`config.mk`:
```
export PLATFORM = sky130hd
export DESIGN_NAME = vsf_dev_flat
export DESIGN_NICKNAME = d
export VERILOG_FILES = /design/src/vsf_pkg.sv /design/src/vsf_if.sv /design/src/vsf_dev.sv /design/src/flat_wrapper.sv
export VERILOG_INCLUDE_DIRS = /design/src /design/src/src
export SDC_FILE = /design/constraint.sdc
export NUM_CORES = 1
export LEC_CHECK = 0
export ABC_AREA = 0
export BUFFER_PORTS_ARGS = -buffer_cell sky130_fd_sc_hd__buf_2
export CAP_MARGIN = 20
export CORE_ASPECT_RATIO = 1.4
export CORE_MARGIN = 1
export CORE_UTILIZATION = 61
export DETAILED_ROUTE_END_ITERATION = 16
export GPL_TIMING_DRIVEN = 0
export PLACE_DENSITY = 0.86
export RECOVER_POWER = 50
export SYNTH_ARGS = -nofsm -noshare
export SYNTH_HDL_FRONTEND = slang
export SYNTH_SLANG_ARGS = --single-unit
```
`constraint.sdc`:
```
create_clock -name aclk -period 5.87 [get_ports aclk]
set_input_delay 0.587 -clock aclk [delete_from_list [all_inputs] [get_ports aclk]]
set_output_delay 0.587 -clock aclk [all_outputs]
set_load 0.005 [all_outputs]
```
`src/vsf_map.svh`:
```
// Purpose: Register offsets, fields, reset values and counts
// Assumes: 32-bit AXI4-Lite data, word-aligned registers
// Notes:   Shared by both ends
`ifndef VSF_MAP_SVH
`define VSF_MAP_SVH
`define VSF_OFF_STATUS   12'h000
`define VSF_OFF_ERROR    12'h004
`define VSF_OFF_MASK     12'h008
`define VSF_OFF_SIZE     12'h00c
`define VSF_OFF_VERSION  12'h010
`define VSF_ERR_SHORT    0
`define VSF_ERR_LONG     1
`define VSF_ERR_SOF_ERLY 2
`define VSF_ERR_SOF_LATE 3
`define VSF_SIZE_RST     32'h0438_0780
`define VSF_VERSION_VAL  32'h0001_0000
`define VSF_INIT_NS      160
`define VSF_CLK_NS       10
`define VSF_INIT_CYCLES  (`VSF_INIT_NS / `VSF_CLK_NS)
`define VSF_FIFO_DEPTH   4
`define VSF_RESP_OKAY    2'h0
`define VSF_RESP_SLVERR  2'h2
`endif

```
`src/vsf_pkg.sv`:
```
// Purpose: Types shared by both ends
// Assumes: 24-bit pixels
// Notes:   Constants live in vsf_map.svh
package vsf_pkg;
  typedef logic [23:0] vsf_pix_t;
  typedef logic [15:0] vsf_cnt_t;
  typedef enum logic [1:0] {VSF_IDLE, VSF_WR, VSF_RD} vsf_mst_e;
endpackage : vsf_pkg

```
`src/vsf_if.sv`:
```
// Purpose: Video streams, control bus, control reset and enable between ends
// Assumes: One clock aclk for both ends
// Notes:   dev is the monitor, oth is source, sink and host
`timescale 1ns/1ps
`default_nettype none
interface vsf_if;
  import vsf_pkg::*;
  logic       s_axis_video_tvalid;
  logic       s_axis_video_tready;
  vsf_pix_t   s_axis_video_tdata;
  logic       s_axis_video_tlast;
  logic       s_axis_video_tuser;
  logic       m_axis_video_tvalid;
  logic       m_axis_video_tready;
  vsf_pix_t   m_axis_video_tdata;
  logic       m_axis_video_tlast;
  logic       m_axis_video_tuser;
  logic       awvalid, awready, wvalid, wready, bvalid, bready;
  logic       arvalid, arready, rvalid, rready;
  logic [11:0] awaddr, araddr;
  logic [31:0] wdata, rdata;
  logic [3:0] wstrb;
  logic [1:0] bresp, rresp;
  logic       ctl_rst_n;
  logic       ctl_en;
  modport dev (
    input  s_axis_video_tvalid, s_axis_video_tdata, s_axis_video_tlast,
    input  s_axis_video_tuser, m_axis_video_tready,
    output s_axis_video_tready, m_axis_video_tvalid, m_axis_video_tdata,
    output m_axis_video_tlast, m_axis_video_tuser,
    input  awvalid, awaddr, wvalid, wdata, wstrb, bready, arvalid, araddr, rready,
    output awready, wready, bvalid, bresp, arready, rvalid, rdata, rresp,
    input  ctl_rst_n, ctl_en
  );
  modport oth (
    output s_axis_video_tvalid, s_axis_video_tdata, s_axis_video_tlast,
    output s_axis_video_tuser, m_axis_video_tready,
    input  s_axis_video_tready, m_axis_video_tvalid, m_axis_video_tdata,
    input  m_axis_video_tlast, m_axis_video_tuser,
    output awvalid, awaddr, wvalid, wdata, wstrb, bready, arvalid, araddr, rready,
    input  awready, wready, bvalid, bresp, arready, rvalid, rdata, rresp,
    output ctl_rst_n, ctl_en
  );
endinterface : vsf_if
`default_nettype wire

```
`src/vsf_dev.sv`:
```
// Purpose: Video stream framing monitor with pass-through FIFO
// Assumes: Both sides on aclk; control bus answers only while enabled
// Notes:   Sticky error flags, mask, level interrupt
//
// The AXI4-Lite slave port and the register addresses were chosen for this implementation.
`include "vsf_map.svh"
`timescale 1ns/1ps
`default_nettype none
module vsf_dev
  import vsf_pkg::*;
#(
  parameter logic [31:0] VERSION = `VSF_VERSION_VAL  // Arbitrary value
) (
  input  wire logic aclk,
  input  wire logic aresetn,
  vsf_if.dev        bus,
  output logic      irq,
  output logic      init_done
);
  localparam int DEPTH = `VSF_FIFO_DEPTH;
  localparam int INITC = `VSF_INIT_CYCLES;

  logic             rst_n;
  logic [4:0]       init_cnt_r;
  logic             init_done_r;
  logic [25:0]      mem_r [DEPTH];
  logic [1:0]       wr_ptr_r;
  logic [1:0]       rd_ptr_r;
  logic [2:0]       fill_r;
  logic             push;
  logic             pop;
  logic             full;
  logic             s_hs;
  logic             eol;
  logic             sof;
  vsf_cnt_t         px_cnt_r;
  vsf_cnt_t         ln_cnt_r;
  logic             frame_seen_r;
  vsf_cnt_t         width;
  vsf_cnt_t         height;
  logic [3:0]       err_ev;
  logic [3:0]       err_r;
  logic [3:0]       err_clr;
  logic [3:0]       mask_r;
  logic [31:0]      size_r;
  logic [31:0]      wmask;
  logic             wr_hs;
  logic             rd_hs;
  logic             wr_err;
  logic             wr_mask;
  logic             wr_size;
  logic             wr_ok;
  logic             rd_ok;
  logic [31:0]      rd_data;
  logic             bvalid_r;
  logic [1:0]       bresp_r;
  logic             rvalid_r;
  logic [31:0]      rdata_r;
  logic [1:0]       rresp_r;

  // Either reset holds the device
  assign rst_n = aresetn & bus.ctl_rst_n;

  // Initialization period
  always_ff @(posedge aclk) begin
    if (!rst_n) begin
      init_cnt_r  <= 5'h00;
      init_done_r <= 1'b0;
    end else if (!init_done_r) begin
      init_cnt_r  <= init_cnt_r + 5'h01;
      init_done_r <= (init_cnt_r == 5'(INITC - 1));
    end
  end
  assign init_done = init_done_r;

  // Pass-through FIFO
  assign full  = (fill_r == 3'(DEPTH));
  assign bus.s_axis_video_tready = init_done_r & ~full;
  assign s_hs  = bus.s_axis_video_tvalid & bus.s_axis_video_tready;
  assign push  = s_hs;
  assign pop   = bus.m_axis_video_tvalid & bus.m_axis_video_tready;

  always_ff @(posedge aclk) begin
    if (push) begin
      mem_r[wr_ptr_r] <= {bus.s_axis_video_tuser, bus.s_axis_video_tlast,
                          bus.s_axis_video_tdata};
    end
  end

  always_ff @(posedge aclk) begin
    if (!rst_n) begin
      wr_ptr_r <= 2'h0;
      rd_ptr_r <= 2'h0;
      fill_r   <= 3'h0;
    end else begin
      wr_ptr_r <= wr_ptr_r + {1'b0, push};
      rd_ptr_r <= rd_ptr_r + {1'b0, pop};
      fill_r   <= fill_r + {2'h0, push} - {2'h0, pop};
    end
  end

  assign bus.m_axis_video_tvalid = (fill_r != 3'h0);
  assign bus.m_axis_video_tdata  = mem_r[rd_ptr_r][23:0];
  assign bus.m_axis_video_tlast  = mem_r[rd_ptr_r][24];
  assign bus.m_axis_video_tuser  = mem_r[rd_ptr_r][25];

  // Framing checks
  assign eol    = s_hs & bus.s_axis_video_tlast;
  assign sof    = s_hs & bus.s_axis_video_tuser;
  assign width  = size_r[15:0];
  assign height = size_r[31:16];
  assign err_ev[`VSF_ERR_SHORT]    = eol & ((px_cnt_r + 16'h1) < width);
  assign err_ev[`VSF_ERR_LONG]     = s_hs & (px_cnt_r == width);
  assign err_ev[`VSF_ERR_SOF_ERLY] = sof & frame_seen_r & (ln_cnt_r < height);
  assign err_ev[`VSF_ERR_SOF_LATE] = eol & ~sof & (ln_cnt_r == height);

  always_ff @(posedge aclk) begin
    if (!rst_n) begin
      px_cnt_r     <= 16'h0;
      ln_cnt_r     <= 16'h0;
      frame_seen_r <= 1'b0;
    end else if (s_hs) begin
      px_cnt_r <= eol ? 16'h0 : px_cnt_r + 16'h1;
      if (sof) begin
        frame_seen_r <= 1'b1;
        ln_cnt_r     <= {15'h0, eol};
      end else if (eol) begin
        ln_cnt_r <= ln_cnt_r + 16'h1;
      end
    end
  end

  // Control bus decode
  assign wr_hs   = bus.awvalid & bus.awready;
  assign rd_hs   = bus.arvalid & bus.arready;
  // No handshake while held in reset, so no answer is lost
  assign bus.awready = rst_n & bus.ctl_en & bus.awvalid & bus.wvalid & ~bvalid_r;
  assign bus.wready  = bus.awready;
  assign bus.arready = rst_n & bus.ctl_en & ~rvalid_r;
  assign wr_err  = wr_hs & (bus.awaddr == `VSF_OFF_ERROR);
  assign wr_mask = wr_hs & (bus.awaddr == `VSF_OFF_MASK);
  assign wr_size = wr_hs & (bus.awaddr == `VSF_OFF_SIZE);
  assign wr_ok   = (bus.awaddr == `VSF_OFF_STATUS) | (bus.awaddr == `VSF_OFF_ERROR) |
                   (bus.awaddr == `VSF_OFF_MASK) | (bus.awaddr == `VSF_OFF_SIZE) |
                   (bus.awaddr == `VSF_OFF_VERSION);
  assign rd_ok   = (bus.araddr == `VSF_OFF_STATUS) | (bus.araddr == `VSF_OFF_ERROR) |
                   (bus.araddr == `VSF_OFF_MASK) | (bus.araddr == `VSF_OFF_SIZE) |
                   (bus.araddr == `VSF_OFF_VERSION);
  assign err_clr = (wr_err & bus.wstrb[0]) ? bus.wdata[3:0] : 4'h0;
  assign rd_data =
    (bus.araddr == `VSF_OFF_STATUS)  ? {30'h0, full, init_done_r} :
    (bus.araddr == `VSF_OFF_ERROR)   ? {28'h0, err_r} :
    (bus.araddr == `VSF_OFF_MASK)    ? {28'h0, mask_r} :
    (bus.araddr == `VSF_OFF_SIZE)    ? size_r :
    (bus.araddr == `VSF_OFF_VERSION) ? VERSION : 32'h0;

  genvar gi;
  generate
    for (gi = 0; gi < 4; gi++) begin : g_lane
      assign wmask[gi*8 +: 8] = {8{bus.wstrb[gi]}};
    end
  endgenerate

  // Sticky errors, set wins over clear
  always_ff @(posedge aclk) begin
    if (!rst_n) begin
      err_r <= 4'h0;
    end else begin
      err_r <= (err_r & ~err_clr) | err_ev;
    end
  end

  always_ff @(posedge aclk) begin
    if (!rst_n) begin
      mask_r <= 4'h0;
      size_r <= `VSF_SIZE_RST;
    end else begin
      if (wr_mask && bus.wstrb[0]) begin
        mask_r <= bus.wdata[3:0];
      end
      if (wr_size) begin
        size_r <= (size_r & ~wmask) | (bus.wdata & wmask);
      end
    end
  end

  assign irq = |(err_r & mask_r);

  // Write response
  always_ff @(posedge aclk) begin
    if (!rst_n) begin
      bvalid_r <= 1'b0;
      bresp_r  <= `VSF_RESP_OKAY;
    end else if (wr_hs) begin
      bvalid_r <= 1'b1;
      bresp_r  <= wr_ok ? `VSF_RESP_OKAY : `VSF_RESP_SLVERR;
    end else if (bus.bready) begin
      bvalid_r <= 1'b0;
    end
  end

  // Read response
  always_ff @(posedge aclk) begin
    if (!rst_n) begin
      rvalid_r <= 1'b0;
      rdata_r  <= 32'h0;
      rresp_r  <= `VSF_RESP_OKAY;
    end else if (rd_hs) begin
      rvalid_r <= 1'b1;
      rdata_r  <= rd_data;
      rresp_r  <= rd_ok ? `VSF_RESP_OKAY : `VSF_RESP_SLVERR;
    end else if (bus.rready) begin
      rvalid_r <= 1'b0;
    end
  end

  assign bus.bvalid = bvalid_r;
  assign bus.bresp  = bresp_r;
  assign bus.rvalid = rvalid_r;
  assign bus.rdata  = rdata_r;
  assign bus.rresp  = rresp_r;

endmodule : vsf_dev
`default_nettype wire

```
`src/flat_wrapper.sv`:
```
// flat-port wrapper written by rule: the top's interface ports become plain ports
module vsf_dev_flat import vsf_pkg::*;
#(
  parameter logic [31:0] VERSION = `VSF_VERSION_VAL                    
)
  (aclk, aresetn, irq, init_done, bus_s_axis_video_tvalid, bus_s_axis_video_tdata, bus_s_axis_video_tlast, bus_s_axis_video_tuser, bus_m_axis_video_tready, bus_s_axis_video_tready, bus_m_axis_video_tvalid, bus_m_axis_video_tdata, bus_m_axis_video_tlast, bus_m_axis_video_tuser, bus_awvalid, bus_awaddr, bus_wvalid, bus_wdata, bus_wstrb, bus_bready, bus_arvalid, bus_araddr, bus_rready, bus_awready, bus_wready, bus_bvalid, bus_bresp, bus_arready, bus_rvalid, bus_rdata, bus_rresp, bus_ctl_rst_n, bus_ctl_en);
  vsf_if bus_i ();
  input  wire logic aclk;
  input  wire logic aresetn;
  output logic irq;
  output logic init_done;
  input wire logic [$bits(bus_i.s_axis_video_tvalid)-1:0] bus_s_axis_video_tvalid;
  input wire logic [$bits(bus_i.s_axis_video_tdata)-1:0] bus_s_axis_video_tdata;
  input wire logic [$bits(bus_i.s_axis_video_tlast)-1:0] bus_s_axis_video_tlast;
  input wire logic [$bits(bus_i.s_axis_video_tuser)-1:0] bus_s_axis_video_tuser;
  input wire logic [$bits(bus_i.m_axis_video_tready)-1:0] bus_m_axis_video_tready;
  output wire logic [$bits(bus_i.s_axis_video_tready)-1:0] bus_s_axis_video_tready;
  output wire logic [$bits(bus_i.m_axis_video_tvalid)-1:0] bus_m_axis_video_tvalid;
  output wire logic [$bits(bus_i.m_axis_video_tdata)-1:0] bus_m_axis_video_tdata;
  output wire logic [$bits(bus_i.m_axis_video_tlast)-1:0] bus_m_axis_video_tlast;
  output wire logic [$bits(bus_i.m_axis_video_tuser)-1:0] bus_m_axis_video_tuser;
  input wire logic [$bits(bus_i.awvalid)-1:0] bus_awvalid;
  input wire logic [$bits(bus_i.awaddr)-1:0] bus_awaddr;
  input wire logic [$bits(bus_i.wvalid)-1:0] bus_wvalid;
  input wire logic [$bits(bus_i.wdata)-1:0] bus_wdata;
  input wire logic [$bits(bus_i.wstrb)-1:0] bus_wstrb;
  input wire logic [$bits(bus_i.bready)-1:0] bus_bready;
  input wire logic [$bits(bus_i.arvalid)-1:0] bus_arvalid;
  input wire logic [$bits(bus_i.araddr)-1:0] bus_araddr;
  input wire logic [$bits(bus_i.rready)-1:0] bus_rready;
  output wire logic [$bits(bus_i.awready)-1:0] bus_awready;
  output wire logic [$bits(bus_i.wready)-1:0] bus_wready;
  output wire logic [$bits(bus_i.bvalid)-1:0] bus_bvalid;
  output wire logic [$bits(bus_i.bresp)-1:0] bus_bresp;
  output wire logic [$bits(bus_i.arready)-1:0] bus_arready;
  output wire logic [$bits(bus_i.rvalid)-1:0] bus_rvalid;
  output wire logic [$bits(bus_i.rdata)-1:0] bus_rdata;
  output wire logic [$bits(bus_i.rresp)-1:0] bus_rresp;
  input wire logic [$bits(bus_i.ctl_rst_n)-1:0] bus_ctl_rst_n;
  input wire logic [$bits(bus_i.ctl_en)-1:0] bus_ctl_en;
  assign bus_i.s_axis_video_tvalid = bus_s_axis_video_tvalid;
  assign bus_i.s_axis_video_tdata = bus_s_axis_video_tdata;
  assign bus_i.s_axis_video_tlast = bus_s_axis_video_tlast;
  assign bus_i.s_axis_video_tuser = bus_s_axis_video_tuser;
  assign bus_i.m_axis_video_tready = bus_m_axis_video_tready;
  assign bus_s_axis_video_tready = bus_i.s_axis_video_tready;
  assign bus_m_axis_video_tvalid = bus_i.m_axis_video_tvalid;
  assign bus_m_axis_video_tdata = bus_i.m_axis_video_tdata;
  assign bus_m_axis_video_tlast = bus_i.m_axis_video_tlast;
  assign bus_m_axis_video_tuser = bus_i.m_axis_video_tuser;
  assign bus_i.awvalid = bus_awvalid;
  assign bus_i.awaddr = bus_awaddr;
  assign bus_i.wvalid = bus_wvalid;
  assign bus_i.wdata = bus_wdata;
  assign bus_i.wstrb = bus_wstrb;
  assign bus_i.bready = bus_bready;
  assign bus_i.arvalid = bus_arvalid;
  assign bus_i.araddr = bus_araddr;
  assign bus_i.rready = bus_rready;
  assign bus_awready = bus_i.awready;
  assign bus_wready = bus_i.wready;
  assign bus_bvalid = bus_i.bvalid;
  assign bus_bresp = bus_i.bresp;
  assign bus_arready = bus_i.arready;
  assign bus_rvalid = bus_i.rvalid;
  assign bus_rdata = bus_i.rdata;
  assign bus_rresp = bus_i.rresp;
  assign bus_i.ctl_rst_n = bus_ctl_rst_n;
  assign bus_i.ctl_en = bus_ctl_en;
  vsf_dev #(.VERSION(VERSION)) u_core (.aclk(aclk), .aresetn(aresetn), .bus(bus_i), .irq(irq), .init_done(init_done));
endmodule
```
-- After elaboration in Yosys (flattened, before gate mapping)
Memories as Yosys holds them, arrays and structs flattened. A register that Yosys moved wholly into a read port is not among the register bits.
Index checks and enable logic that the tools add are counted.
- add/sub/neg operators: 7
- reduce and logical (&&, ||, !) cells: 10
- magnitude comparators: 2
- bitwise logic cells: 43
- multiplexer cells: 19
- equality and inequality tests: 12
- operators with widths (cell ; number):
    32-bit two-way mux ; 4
    32-bit AND ; 2
    12-bit by 4-bit == test with 1-bit output (second input constant) ; 4
    16-bit two-way mux ; 3
    16-bit by 1-bit adder with 16-bit output (second input constant) ; 2
    16-bit == test ; 2
    16-bit < comparator ; 2
    32-bit NOT ; 1
    32-bit bitwise OR ; 1
    12-bit by 3-bit == test with 1-bit output (second input constant) ; 2
    12-bit by 5-bit == test with 1-bit output (second input constant) ; 2
    12-bit zero test ; 2
    1-bit AND ; 23
    17-bit two-way mux ; 1
    4-bit AND ; 2
    1-bit bitwise OR ; 8
    1-bit two-way mux ; 7
    2-bit two-way mux ; 3
    2-bit nonzero test ; 3
    5-bit by 1-bit adder with 5-bit output (second input constant) ; 1
    5-bit by 4-bit == test with 1-bit output (second input constant) ; 1
    2-bit by 1-bit adder with 2-bit output ; 2
    4-bit two-way mux ; 1
    1-bit NOT ; 4
    9 further kinds ; 10
- register bits after elaboration: 124
- memories kept: 1
- input port bits: 97
- bits in writable memories: 104
- memories (memory ; words ; width ; read ports ; clocked after Yosys merged registers in ; write ports ; line ; RTL):
    u_core.mem_r ; 4 ; 26 ; 1 ; 1 ; 1 ; vsf_dev.sv:26 ; logic [25:0] mem_r [DEPTH];

-- Longest topological paths before layout
- depth in word-level cells: 12
- depth in mapped cells: 12
- mapped depth without buffers: 11

-- Least setup slack after synthesis
No wires, ideal clock.
- kind: flip-flop to flip-flop
- start point: register u_core.fill_r[1]
- end point: memory u_core.mem_r[1][0] (enable)
- arrival time: 3.195 ns
- stages on the path, launching flop included: 6
- data required time: 5.423 ns
- slack: 2.228 ns
- library setup time: 0.447 ns
- cells stage by stage: dfxtp_1 or3b_1 clkbuf_1 nand3_1 clkbuf_1 nor3b_1
- cells in the longest elaborated chain, start to end: 6
- RTL lines (what ; line ; RTL):
    start, declared ; vsf_dev.sv:29 ; logic [2:0] fill_r;
    start signal, assigned ; vsf_dev.sv:98 ; fill_r <= fill_r + {2'h0, push} - {2'h0, pop};
    3-bit == test ; vsf_dev.sv:77 ; assign full = (fill_r == 3'(DEPTH));
    1-bit NOT ; vsf_dev.sv:78 ; assign bus.s_axis_video_tready = init_done_r & ~full;
    1-bit AND ; vsf_dev.sv:78 ;
    1-bit AND ; vsf_dev.sv:79 ; assign s_hs = bus.s_axis_video_tvalid & bus.s_axis_video_tready;
    1-bit two-way mux ; vsf_dev.sv:84 ; if (push) begin
    1-bit two-way mux (not written as such) ; vsf_dev.sv:85 ; mem_r[wr_ptr_r] <= {bus.s_axis_video_tuser, bus.s_axis_video_tlast,
    end, declared ; vsf_dev.sv:26 ;
Every way passes these cells.

==> key figures <==
Yosys
  • Post-synthesis cell type count: 57
  • Prevailing post-synth register cell: dfxtp_1
  • Yosys synthesis warning count: 0
  • Fraction of registers with async set/reset: 0
  • Cell Area, Synth: 9970 um2
  • Mapped Avg Cell Area: 11.9 um2
  • EDFF count, synth: 104
  • Synthesis-stage register bit count: 226
  • Seq/Total Area, Yosys: 0.558
  • Synth Instances: 840

Power and ir drop
  • Max rail drop VDD: 0.000314 V
  • Leak: 0.00435 uW
  • Pwr per Cell Area: 259 nW/um2

Timing
  • Tightest Pin Transition: 2.32 ns
  • Final hold violations: 0
  • Max Freq: 289 MHz
  • Hold slack: 0.303 ns
  • RSZ-0062 raised after global routing: no
  • Fin crit share: 0.589
  • Slew headroom: -0.563
  • Setup tns final: 0 ns
  • Tmin final: 3.46 ns
  • Worst setup margin: 2.41 ns
  • Final setup viols: 0
  • Slew Viols, Final: 30
  • Worst Clk Skew: 0.00916 ns

Hold path
  • Hold/Removal Path Class: in -> reg

Clocking
  • TritonCTS Buffers: 22
  • Root Buffer: clkbuf_16
  • Hold-fix buffers, CTS: 0
  • # H-tree levels: 1
  • Clock slew at reported path FFs: 0.07 ns
  • Clock Latency Late Sink: 0.51 ns
  • Deepest clock path buffer count: 3
  • Post-cts repair resize count: 0
  • CTS tree: done
  • Clock Sinks: 226
  • # Post-CTS Setup Buffers: 0

Final layout
  • Layout Cells excl Fill: 1249
  • Final core occ: 0.737
  • Area of the multi-input gates: 3980 um2
  • Most frequent cells in the layout: buf_2 (124), dfxtp_1 (122), edfxtp_1 (104)
  • Layout Nets: 1173
  • Register Area: 5570 um2
  • Most common cell after layout, fill and taps aside: buf_2
  • Layout area overhead: 17.0%
  • # fillers: 1069
  • Share of cells above drive strength 1: 0.189

Routing
  • ANT nets after route: 0
  • Final wirelength: 23.5 mm
  • WL per Instance: 18.8 um
  • Vias: 7331
  • DRT iter0 DRCs: 571
  • DRC Markers: 0
  • Pre-antenna DRT Iters: 5
  • Vias per cell: 5.87

Worst setup path
  • Startpoint Class: input pin
  • CP arrival: 3.83 ns
  • Critical Path Sink Type: flip-flop
  • Worst EP required: 6.24 ns
  • Crit path kind: in -> reg
  • Largest fanout on the critical path: 10

Floorplan
  • Initial core utilization: 0.630
  • I/O Pins: 168
  • Die X-Extent: 110 um
  • Row count: 54
  • Die H: 153 um
  • CORE AREA: 15800 um2
  • Die area: 16900 um2

Global route
  • Pin count of the biggest net entering global routing: 19
  • Initial antenna violation count: 2
  • Grt total ovfl: 0
  • Gr usage total: 0.280
  • Vias in the first global route: 7182
  • First-pass GRT wire length: 36.2 mm

Run status
  • Failing checks: max-capacitance violations, max-slew violations
  • Outcome: complete, but fails checks

Flow run
  • Max-cap violations: 3

Place
  • PortBufs: 164
  • Cells after DPL: 1207
  • Detailed placer's ending HPWL: 16.7 mm
  • Placer Congestion: 0.909
  • Place WS: 2.75 ns
-- cell type report --
type,instances,share of cell area
Tap cell,196,0.0210
Clock buffer,27,0.0488
Multi-Input combinational cell,526,0.342
Inverter,44,0.0142
Clock inverter,13,0.00644
Sequential cell,226,0.477
Timing Repair Buffer,170,0.0737
Buffer,45,0.0163
Antenna cell,2,0.000429
-- worst max-delay path, cell delays in order --
cell	delay, ns
clkbuf_1	0.21
and2_0	0.39
nand4_4	0.13
clkbuf_1	0.23
nor4_1	1.88
mux2i_1	0.33
nor2_1	0.06
-- per-layer routing --
metal	global-route usage	wire [um]	up-vias	part of all wire
met5	0	0	-	0
met2	0.492	11800	317	0.50
met1	0.336	9040	3501	0.38
met3	0.0426	1800	66	0.076
li1	-	-	3447	-
met4	0.112	808	0	0.034
-- through the flow --
| step | area, um2 | power, uW |
|---|---|---|
| floorplan | 9970 | 1710 |
| global placement | 11000 | 1770 |
| detailed placement | 11100 | 1770 |
| CTS | 11800 | 3030 |
| global route | 11700 | 3090 |
| finish | 11700 | 3020 |
-- cell families (layout without fill, tap and decap cells) --
| group | Yosys count | after routing | share of synthesized area |
|---|---|---|---|
| AOI/OAI and AO/OA | 122 | 122 | 0.0815 |
| and+or+nand+nor | 252 | 252 | 0.133 |
| DFF | 226 | 226 | 0.558 |
| buffers and inverters | 89 | 299 | 0.0367 |
| xor gates and xnor gates | 50 | 50 | 0.0439 |
| muxes | 59 | 59 | 0.0934 |
| other | 1 | 4 | 0.000376 |
| adders and majority gates | 41 | 41 | 0.0522 |
-- where the power goes --
part / switching [uW] / internal [uW]
clock network: 593 / 693
registers: 0.922 / 1640
logic: 55.9 / 31.3
total: 650 / 2370
-- Yosys cell counts (3+ instances only) --
master    instances  area [um2]
nand3b_1          3        22.5
a22o_1           28         245
or3_1            10        62.6
nor2_1           84         315
buf_2            10        50.1
o21ai_0          22         110
nor4_1            9        56.3
a31oi_1           6        37.5
a22oi_1           7        52.6
nand2b_1          8        50.1
buf_4             3        22.5
clkbuf_1         25        93.8
ha_1             40         500
and3_1           10        62.6
o211ai_1          9        67.6
nor3_1           11        55.1
a21oi_1          34         170
nor2b_1           4        25.0
xor2_1           25         219
dfxtp_1         122        2440
nand2_1          54         203
inv_1            44         165
buf_1             6        22.5
edfxtp_1        104        3120
nor4_4            5         106
mux4_2           27         608
nor3b_1           3        22.5
nand4_1          14        87.6
and2_1            4        25.0
nand3_1          21         105
xnor2_1          25         219
mux2i_1          30         300
o31ai_1           3        22.5
-- final timing paths --
path                       startpoint              endpoint  slack (ns)  cells past startpoint
setup / recovery              aresetn             flip-flop        2.41                      7
hold / removal           bus_wdata[9]             flip-flop        0.30                      3
setup reg to reg    u_core.bus.rvalid  u_core.bus.rdata[14]        2.44                      6
hold reg to reg   u_core.bus.bresp[1]   u_core.bus.bresp[1]        0.46                      2
Note: power is estimated with default switching activity, not from simulation.
